`src/nsa_defs.svh`:
```
// register offsets, field positions, encodings and reset values of the scanner arbiter
`ifndef NSA_DEFS_SVH
`define NSA_DEFS_SVH
`define NSA_ADDR_W 4
`define NSA_DATA_W 32
`define NSA_OFF_CTRL 4'h0
`define NSA_OFF_STAT 4'h4
`define NSA_CTRL_GO 0
`define NSA_CTRL_MODE_LO 1
`define NSA_CTRL_MODE_HI 2
`define NSA_CTRL_INTERRUPT_MODE_SELECT 3
`define NSA_CTRL_TSEL_LO 8
`define NSA_CTRL_TSEL_HI 11
`define NSA_STAT_BUSY 0
`define NSA_STAT_ARMED 1
`define NSA_STAT_STALL 2
`define NSA_STAT_ST_LO 4
`define NSA_STAT_ST_HI 7
`define NSA_TSEL_W 4
`define NSA_NTRIG 16
`define NSA_MODE_CONC 2'h0
`define NSA_MODE_BURST 2'h1
`define NSA_MODE_PEEK 2'h2
`define NSA_MODE_TRIG 2'h3
`define NSA_ST_IDLE 4'h1
`define NSA_ST_ARM 4'h2
`define NSA_ST_RUN 4'h4
`define NSA_ST_GAP 4'h8
`define NSA_RST_GO 1'h0
`define NSA_RST_MODE 2'h0
`define NSA_RST_INTERRUPT_MODE_SELECT 1'h0
`define NSA_RST_TSEL 4'h0
`define NSA_RST_WORD 32'h0000_0000
`define NSA_RST_TRIG 16'h0000
`endif

```
`src/nsa_pkg.sv`:
```
// types of the scanner access arbiter
`include "nsa_defs.svh"
package nsa_pkg;
    typedef enum logic [1:0] {
        NSA_CONC = `NSA_MODE_CONC,
        NSA_BURST = `NSA_MODE_BURST,
        NSA_PEEK = `NSA_MODE_PEEK,
        NSA_TRIG = `NSA_MODE_TRIG
    } nsa_mode_t;
    typedef enum logic [3:0] {
        NSA_IDLE = `NSA_ST_IDLE,
        NSA_ARM = `NSA_ST_ARM,
        NSA_RUN = `NSA_ST_RUN,
        NSA_GAP = `NSA_ST_GAP
    } nsa_state_t;
    typedef struct packed {
        logic go;
        nsa_mode_t mode;
        logic interrupt_mode_select;
        logic [`NSA_TSEL_W-1:0] tsel;
        nsa_state_t st;
        logic [`NSA_NTRIG-1:0] trig_s1;
        logic [`NSA_NTRIG-1:0] trig_s2;
        logic trig_prev;
        logic ack;
        logic [`NSA_DATA_W-1:0] rdata;
    } nsa_regs_t;
endpackage

```
`src/nsa_arbiter.sv`:
```
// scanner versus cpu access arbiter for the program nvm, with avalon-mm control registers
//
// What this block does
// - in burst mode the cpu is stalled from the cycle after the one that sets scan_go_a and the scan runs.
// - in burst mode the cpu stays held until a hardware end condition stops the scan.
// - in concurrent mode the cpu is stalled during each scan access and while ce is low, and runs between accesses.
// - in triggered mode the scan waits after scan_go_a for a rising edge of the selected trigger.
// - after the trigger edge the first access comes at once, stalling the cpu for each access and while ce is low.
// - in peek mode accesses use only cycles where the cpu does not need the nvm, never stalling it.
// - in peek mode the first access lands in the first dead cycle and the cpu keeps running after it.
// - with interrupt_mode_select at 1 an interrupt pauses the scan in every mode until it completes.
// - with interrupt_mode_select at 0 a burst holds the cpu through interrupts and other modes keep scanning.
//
// Design decisions made here: register access over Avalon-MM and the address map.
`timescale 1ns/1ps
module nsa_arbiter
    import nsa_pkg::*;
(
    input wire logic clk,
    input wire logic rstn,
    input wire logic ce,
    input wire logic [`NSA_ADDR_W-1:0] address,
    input wire logic read,
    input wire logic write,
    input wire logic [3:0] byteenable,
    input wire logic [`NSA_DATA_W-1:0] writedata,
    output logic [`NSA_DATA_W-1:0] readdata,
    output logic waitrequest,
    input wire logic [`NSA_NTRIG-1:0] trig_pins,
    input wire logic cpu_nvm_need,
    input wire logic irq_active,
    input wire logic scan_end,
    output logic cpu_stall,
    output logic scan_access
);
    logic [1:0] rst_ff;
    logic rst_n_s;
    nsa_regs_t s_q;
    nsa_regs_t s_d;
    logic req;
    logic wr_ctrl;
    logic trig_rise;
    logic pause;
    logic paired;

    function automatic logic hit(input logic [`NSA_ADDR_W-1:0] a, input logic [`NSA_ADDR_W-1:0] off);
        hit = (a == off);
    endfunction

    // reset released through two flops so removal is clean against clk
    always_ff @(posedge clk or negedge rstn)
    begin
        if (!rstn)
            rst_ff <= 2'h0;
        else
            rst_ff <= {rst_ff[0], 1'h1};
    end
    assign rst_n_s = rst_ff[1];

    always_comb
    begin
        s_d = s_q;
        req = read | write;
        wr_ctrl = write & s_q.ack & hit(address, `NSA_OFF_CTRL);
        trig_rise = s_q.trig_s2[s_q.tsel] & ~s_q.trig_prev;
        pause = irq_active & s_q.interrupt_mode_select;
        paired = (s_q.mode == NSA_CONC) || (s_q.mode == NSA_TRIG);
        cpu_stall = 1'h0;
        scan_access = 1'h0;
        // outputs follow state; accesses are withheld while frozen
        if (s_q.st == NSA_RUN)
        begin
            case (s_q.mode)
                NSA_BURST:
                begin
                    cpu_stall = ~pause;
                    scan_access = ~pause & ce;
                end
                NSA_PEEK:
                begin
                    scan_access = ~cpu_nvm_need & ~pause & ce;
                end
                default:
                begin
                    cpu_stall = ~pause;
                    scan_access = ~pause & ce;
                end
            endcase
        end
        if (ce)
        begin
            s_d.trig_s1 = trig_pins;
            s_d.trig_s2 = s_q.trig_s1;
            s_d.trig_prev = s_q.trig_s2[s_q.tsel];
            s_d.ack = req & ~s_q.ack;
            if (req & ~s_q.ack)
            begin
                s_d.rdata = `NSA_RST_WORD;
                if (hit(address, `NSA_OFF_CTRL))
                begin
                    s_d.rdata[`NSA_CTRL_GO] = s_q.go;
                    s_d.rdata[`NSA_CTRL_MODE_HI:`NSA_CTRL_MODE_LO] = s_q.mode;
                    s_d.rdata[`NSA_CTRL_INTERRUPT_MODE_SELECT] = s_q.interrupt_mode_select;
                    s_d.rdata[`NSA_CTRL_TSEL_HI:`NSA_CTRL_TSEL_LO] = s_q.tsel;
                end
                else if (hit(address, `NSA_OFF_STAT))
                begin
                    s_d.rdata[`NSA_STAT_BUSY] = s_q.go;
                    s_d.rdata[`NSA_STAT_ARMED] = (s_q.st == NSA_ARM);
                    s_d.rdata[`NSA_STAT_STALL] = cpu_stall;
                    s_d.rdata[`NSA_STAT_ST_HI:`NSA_STAT_ST_LO] = s_q.st;
                end
            end
            case (s_q.st)
                NSA_IDLE:
                begin
                    if (s_q.go)
                        s_d.st = (s_q.mode == NSA_TRIG) ? NSA_ARM : NSA_RUN;
                end
                NSA_ARM:
                begin
                    if (trig_rise)
                        s_d.st = NSA_RUN;
                end
                NSA_RUN:
                begin
                    if (scan_access & paired)
                        s_d.st = NSA_GAP;
                end
                NSA_GAP:
                begin
                    s_d.st = NSA_RUN;
                end
                default:
                begin
                    s_d.st = NSA_IDLE;
                end
            endcase
            if (!s_q.go)
                s_d.st = NSA_IDLE;
            if (scan_end)
            begin
                s_d.go = 1'h0;
                s_d.st = NSA_IDLE;
            end
            // a software write in the end cycle wins, so a restart is never lost
            if (wr_ctrl & byteenable[0])
            begin
                s_d.go = writedata[`NSA_CTRL_GO];
                s_d.mode = nsa_mode_t'(writedata[`NSA_CTRL_MODE_HI:`NSA_CTRL_MODE_LO]);
                s_d.interrupt_mode_select = writedata[`NSA_CTRL_INTERRUPT_MODE_SELECT];
                if (!writedata[`NSA_CTRL_GO])
                    s_d.st = NSA_IDLE;
                else if (s_q.st == NSA_IDLE || scan_end)
                begin
                    // in burst and concurrent modes the stall lands on the very next cycle; triggered mode arms first
                    if (writedata[`NSA_CTRL_MODE_HI:`NSA_CTRL_MODE_LO] == `NSA_MODE_TRIG)
                        s_d.st = NSA_ARM;
                    else
                        s_d.st = NSA_RUN;
                end
            end
            if (wr_ctrl & byteenable[1])
                s_d.tsel = writedata[`NSA_CTRL_TSEL_HI:`NSA_CTRL_TSEL_LO];
        end
    end

    always_ff @(posedge clk or negedge rst_n_s)
    begin
        if (!rst_n_s)
        begin
            s_q.go <= `NSA_RST_GO;
            s_q.mode <= nsa_mode_t'(`NSA_RST_MODE);
            s_q.interrupt_mode_select <= `NSA_RST_INTERRUPT_MODE_SELECT;
            s_q.tsel <= `NSA_RST_TSEL;
            s_q.st <= NSA_IDLE;
            s_q.trig_s1 <= `NSA_RST_TRIG;
            s_q.trig_s2 <= `NSA_RST_TRIG;
            s_q.trig_prev <= 1'h0;
            s_q.ack <= 1'h0;
            s_q.rdata <= `NSA_RST_WORD;
        end
        else
            s_q <= s_d;
    end

    assign readdata = s_q.rdata;
    // one wait cycle per access; frozen clock enable stretches it
    assign waitrequest = req & ~s_q.ack;
endmodule

```
`config.mk`:
```
export PLATFORM = sky130hd
export DESIGN_NAME = nsa_arbiter
export DESIGN_NICKNAME = d
export VERILOG_FILES = /design/src/nsa_pkg.sv /design/src/nsa_arbiter.sv
export VERILOG_INCLUDE_DIRS = /design/src
export SDC_FILE = /design/constraint.sdc
export NUM_CORES = 1
export LEC_CHECK = 0
export BUFFER_PORTS_ARGS = -buffer_cell sky130_fd_sc_hd__buf_2
export CORE_MARGIN = 4
export CORE_UTILIZATION = 50
export DETAILED_ROUTE_END_ITERATION = 8
export GPL_ROUTABILITY_DRIVEN = 0
export PLACE_DENSITY = 0.81
export REMOVE_ABC_BUFFERS = 1
export SLEW_MARGIN = 5
export SYNTH_ARGS = -nofsm -noshare
export SYNTH_HDL_FRONTEND = slang
export SYNTH_SLANG_ARGS = --single-unit
```
`constraint.sdc`:
```
create_clock -name clk -period 2.5 [get_ports clk]
set_clock_uncertainty 0.2 [all_clocks]
set_input_delay 0.625 -clock clk [delete_from_list [all_inputs] [get_ports clk]]
set_output_delay 0.625 -clock clk [all_outputs]
set_load 0.1 [all_outputs]
```
# --- After elaboration in Yosys (flattened, before gate mapping) ---
# Index checks and enable logic that the tools add are counted.
word_totals:
  regBits: 60
  output_inout_bits: 35
  latch_bits: 0
  mem_bits_ro: 0
  ramBits: 0
  n_memories: 0
  in_bits: 64
  elab_cells: 69
op_classes:
  shifts: 0
  n_bitwise: 16
  n_mul: 0
  reduce_logical: 9
  addsub: 0
  n_div: 0
  muxes: 24
  n_eq_ne: 8
  order_cmp: 1
op_table:
  columns: ["op", "count"]
  rows:
  - ["$mux W4", 11]
  - ["$pmux W4 S4", 1]
  - ["$mux W3", 4]
  - ["$and A1 B1 Y1", 11]
  - ["$eq A4 B3 Y1 const B", 2]
  - ["$reduce_and A2 Y1", 4]
  - ["$mux W1", 7]
  - ["$eq A2 B2 Y1 const B", 3]
  - ["$lt A4 B5 Y1 const B", 1]
  - ["$bmux W1 S4", 1]
  - ["$eq A4 B1 Y1 const B", 1]
  - ["$eq A4 B2 Y1 const B", 1]
  - ["$eq A4 B4 Y1 const B", 1]
  - ["$logic_not A4 Y1", 1]
  - ["$not A1 Y1", 4]
  - ["$logic_not A2 Y1", 1]
  - ["$logic_or A1 B1 Y1", 2]
  - ["$reduce_bool A2 Y1", 1]
  - ["$or A1 B1 Y1", 1]

# --- Logic depth before layout (Yosys ltp) ---
logic_depth:
  depth_word: 14
  mapped_depth: 7

# --- Worst setup path before layout ---
# No wires, ideal clock.
synth_timing:
  path_kind: "input port to flip-flop"
  startpoint: "input port write"
  endpoint: "register s_q (netlist bit readdata[8])"
  setup_time_ps: 65
  stages: 5
  arrival_time_ps: 2925
  n_path_buf: 0
  path_slack_ps: -690
  cell_sequence: "nor2_1 nor2_1 nand2_1 nor3_1 a22o_2"
synth_between:
  elab_chain_len: 3
synth_rtl:
  columns: ["item", "line_no", "text"]
  rows:
  - ["start, declared", "nsa_arbiter.sv:24", "input wire logic write,"]
  - ["$or A1 B1 Y1", "nsa_arbiter.sv:63", "req = read | write;"]
  - ["$and A1 B1 Y1", null, null]
  - ["net waitrequest", "nsa_arbiter.sv:28", "output logic waitrequest,"]
  - ["$reduce_and A2 Y1 (no line)", null, null]
  - ["end, declared", "nsa_arbiter.sv:38", "nsa_regs_t s_q;"]
# The timed path passes the listed nets, and every way through them passes these cells.
# A chain may end at the register's enable or synchronous reset.

# --- Worst setup path in the final report ---
layout_timing:
  startpoint: "register s_q[69] (netlist bit)"
  endpoint: "output port cpu_stall"
layout_between:
  elab_chain_len: 2
layout_rtl:
  columns: ["item", "line_no", "text"]
  rows:
  - ["$eq A4 B3 Y1", "nsa_arbiter.sv:71", "if (s_q.st == NSA_RUN)"]
  - ["$mux W1", "nsa_arbiter.sv:71", null]
  - ["end, declared", "nsa_arbiter.sv:33", "output logic cpu_stall,"]
# Every way passes these cells.

==> impl_results.md <==
- Clock slew at reported path FFs: 0.07 ns
- Diodes inserted: 0
- Fmax: 410 MHz
- Sequential power share: 43.8%
- Hold Crit Class: flop to flop
- CTS tree: done
- Residual DRC count: 0
- Final core occ: 61.5%
- Syn Area/Cell: 12.3 µm²
- Power Density: 732 nW/µm²
- Clk pwr share: 38.8%
- # setup viols final: 0
- Largest family of logic cells by synthesized area: multiplexers
- CP Capture Type: primary output
- Min cycle time layout: 2.44 ns
- Vias in the first global route: 1987
- RSZ-0062 raised after global routing: no
- Seq/Total Area, Yosys: 50.6%
- Library cells used by synthesis: 47
- First drt pass iteration count: 4
- Post-route design area: 3470 µm²
- Post-synthesis instance area: 2970 µm²
- Final WL: 5650 µm
- R2r setup slk: 0.37 ns
- Compound-Gate Fraction of Synth Area: 8.31%
- GR Overflow Total: 0
- Vias per cell: 5.27
- TritonCTS buffer count: 9
- Synthesized flop and latch total: 60
- Final Hold Fails: 0
- Worst slew pin tran: 0.721 ns
- Switching Power: 0.708 mW
- R2r startpoint: s_q[66]
- Mux contribution to synthesized area: 19.7%
- Worst endpoint required time: 1.67 ns
- Post-synth EDFFs: 0
- Max Cap Violations: 0
- Area added between synthesis and finish: 17.0%
- Hold EP: rst_ff[1]
- Die Y: 85.0 µm
- Bufs on Longest Clock Path: 2
- Async set-reset flop share out of synthesis: 100%
- Initial Util: 52.6%
- Total number of vias: 1933
- TNS Setup: 0 ns
- Period utilization: 97.5%
- Antenna violations before repair: 0
- Worst hold stages: 0
- Buffers on Ports: 52
- Comb pwr share: 17.4%
- Core Area: 5640 µm²
- CTS root buf: clkbuf_8
- Detailed-placement wirelength estimate: 4040 µm
- Placed inst area: 3190 µm²
- Ys flop type: dfrtp_1
- Crit path DAT: 1.61 ns
- Crit Path Class: flop to primary output
- Status: finished clean
- All-Layer GR Usage: 16.6%
- Ys Warns: 0
- Most frequent cells in the layout: dfrtp_1 (57), buf_2 (49), mux2_2 (40)
- Largest net degree at the start of global routing: 59
- Global-route wire length before repair: 9420 µm
- Crit path max fanout: 4
- Slew Viols, Final: 0
- Post-route ant nets: 0
- Int Pwr: 1.83 mW
- NumNets Final: 356
- Post-Synth XOR/XNOR Area: 0.590%
- Most common cell after layout, fill and taps aside: dfrtp_1
- Simple-Gate Fraction of Synth Area: 8.47%
- Clk Latency, worst-skew pair: 0.34 ns
- Leakage: 1.60 nW
- FF-to-FF path depth: 4
- CTS Sinks: 60
- Full die area: 7230 µm²
- Drt initial violations: 62
- Min-delay src: rst_ff[0]
- Row cnt: 27
- Drt wl/cell: 15.4 µm
- Die Wd: 85.0 µm
- CP Launch Type: flop
- Share of layout cells above drive strength 1: 44.4%
- Io pins: 99
- H-tree depth: 3
- Rel. slew slack: 52.0%
- Synth Area in Adders: 0.843%
- Peak VDD IR: 0.000595 V
- Switching share of power: 27.9%
- Syn Inst Count: 241
- Terminus of the critical flop-to-flop path: s_q[67]
-- synthesized netlist by cell type, drive strengths merged (3+ instances only) --
library cell / n / area [µm²]
a31oi: 3 / 18.8
a21oi: 3 / 15.0
nor2: 10 / 40.0
a32o: 5 / 50.1
nor3: 3 / 15.0
nor4b: 4 / 41.3
mux2: 42 / 477
a22o: 7 / 62.6
nand2: 13 / 48.8
clkbuf: 5 / 18.8
inv: 4 / 15.0
mux4: 4 / 97.6
or3: 3 / 18.8
dfrtp: 59 / 1480
o21ai: 7 / 35.0
buf: 40 / 299
-- stage by stage --
| step | cells | setup WS, ns | power, mW | hold slack [ns] |
|---|---|---|---|---|
| after floorplan | 215 | -0.965 | 1.45 | 0.129 |
| after global placement | 347 | 0.155 | 1.56 | 0.135 |
| after detailed placement | 347 | 0.132 | 1.57 | 0.149 |
| after CTS | 364 | 0.00929 | 2.57 | 0.164 |
| after global routing | 367 | 0.000532 | 2.66 | 0.173 |
| final | 367 | 0.0622 | 2.54 | 0.161 |
-- power groups by stage --
stage / combinational (mW) / clock [mW] / sequential, mW
6_report: 0.443 / 0.985 / 1.11
4_1_cts: 0.444 / 1.01 / 1.11
3_5_place_dp: 0.440 / 0 / 1.13
3_3_place_gp: 0.431 / 0 / 1.12
2_1_floorplan: 0.302 / 0 / 1.15
5_1_grt: 0.475 / 1.06 / 1.13
-- logic make-up after synthesis --
group | after synthesis
XOR/XNOR | 2
other | 2
multiplexers | 47
adder cells (fa/ha/maj) | 2
flip-flops | 60
AND/OR/NAND/NOR | 46
buffers and inverters | 49
AO/OA/AOI/OAI | 33
-- sequential cells by signal, summed over array words and instances, names as in the netlist --
signal and flops:
readdata 12, s_q 46, rst_ff 2
-- worst max-delay path by stage --
| stage | from | to | slack (ns) | cells past startpoint |
|---|---|---|---|---|
| 3_5_place_dp | address[1] | s_q[70] | 0.13 | 5 |
| 6_report | s_q[69] | cpu_stall | 0.06 | 4 |
| 2_1_floorplan | write | readdata[8] | -0.96 | 5 |
| 4_1_cts | s_q[75] | scan_access | 0.009 | 5 |
| 3_3_place_gp | address[1] | s_q[70] | 0.16 | 5 |
| 5_1_grt | s_q[75] | scan_access | 0.0005 | 5 |
-- critical path, stage by stage (launching register included) --
cell     delay [ns]
dfrtp_2        0.42
nor4b_4        0.37
nand2_1        0.12
nor2_2         0.17
buf_12         0.20
-- per-layer routing --
metal / GRT usage (%) / vias to the layer above / routed length, µm
met3: 6.70 / 11 / 420
li1: - / 906 / -
met4: 5.32 / 0 / 81
met1: 19.6 / 952 / 2260
met5: 0 / - / 0
met2: 27.8 / 64 / 2890
-- area by class of cell --
cell class | count | area, µm²
Tap cell | 72 | 90.1
Inverter | 4 | 15.0
Fill cell | 461 | 2170
Clock inverter | 4 | 72.6
Sequential cell | 60 | 1510
Multi-Input combinational cell | 151 | 1220
Timing Repair Buffer | 64 | 410
Clock buffer | 12 | 155
-- timing repair --
action,CTS,global route
resized for setup,3,3
pin swaps,0,1
endpoints found under the setup margin,2,2
hold buffers,1,0
buffers inserted,0,3
endpoints found under the hold margin,2,0
Power figures use the tool's default switching activity.
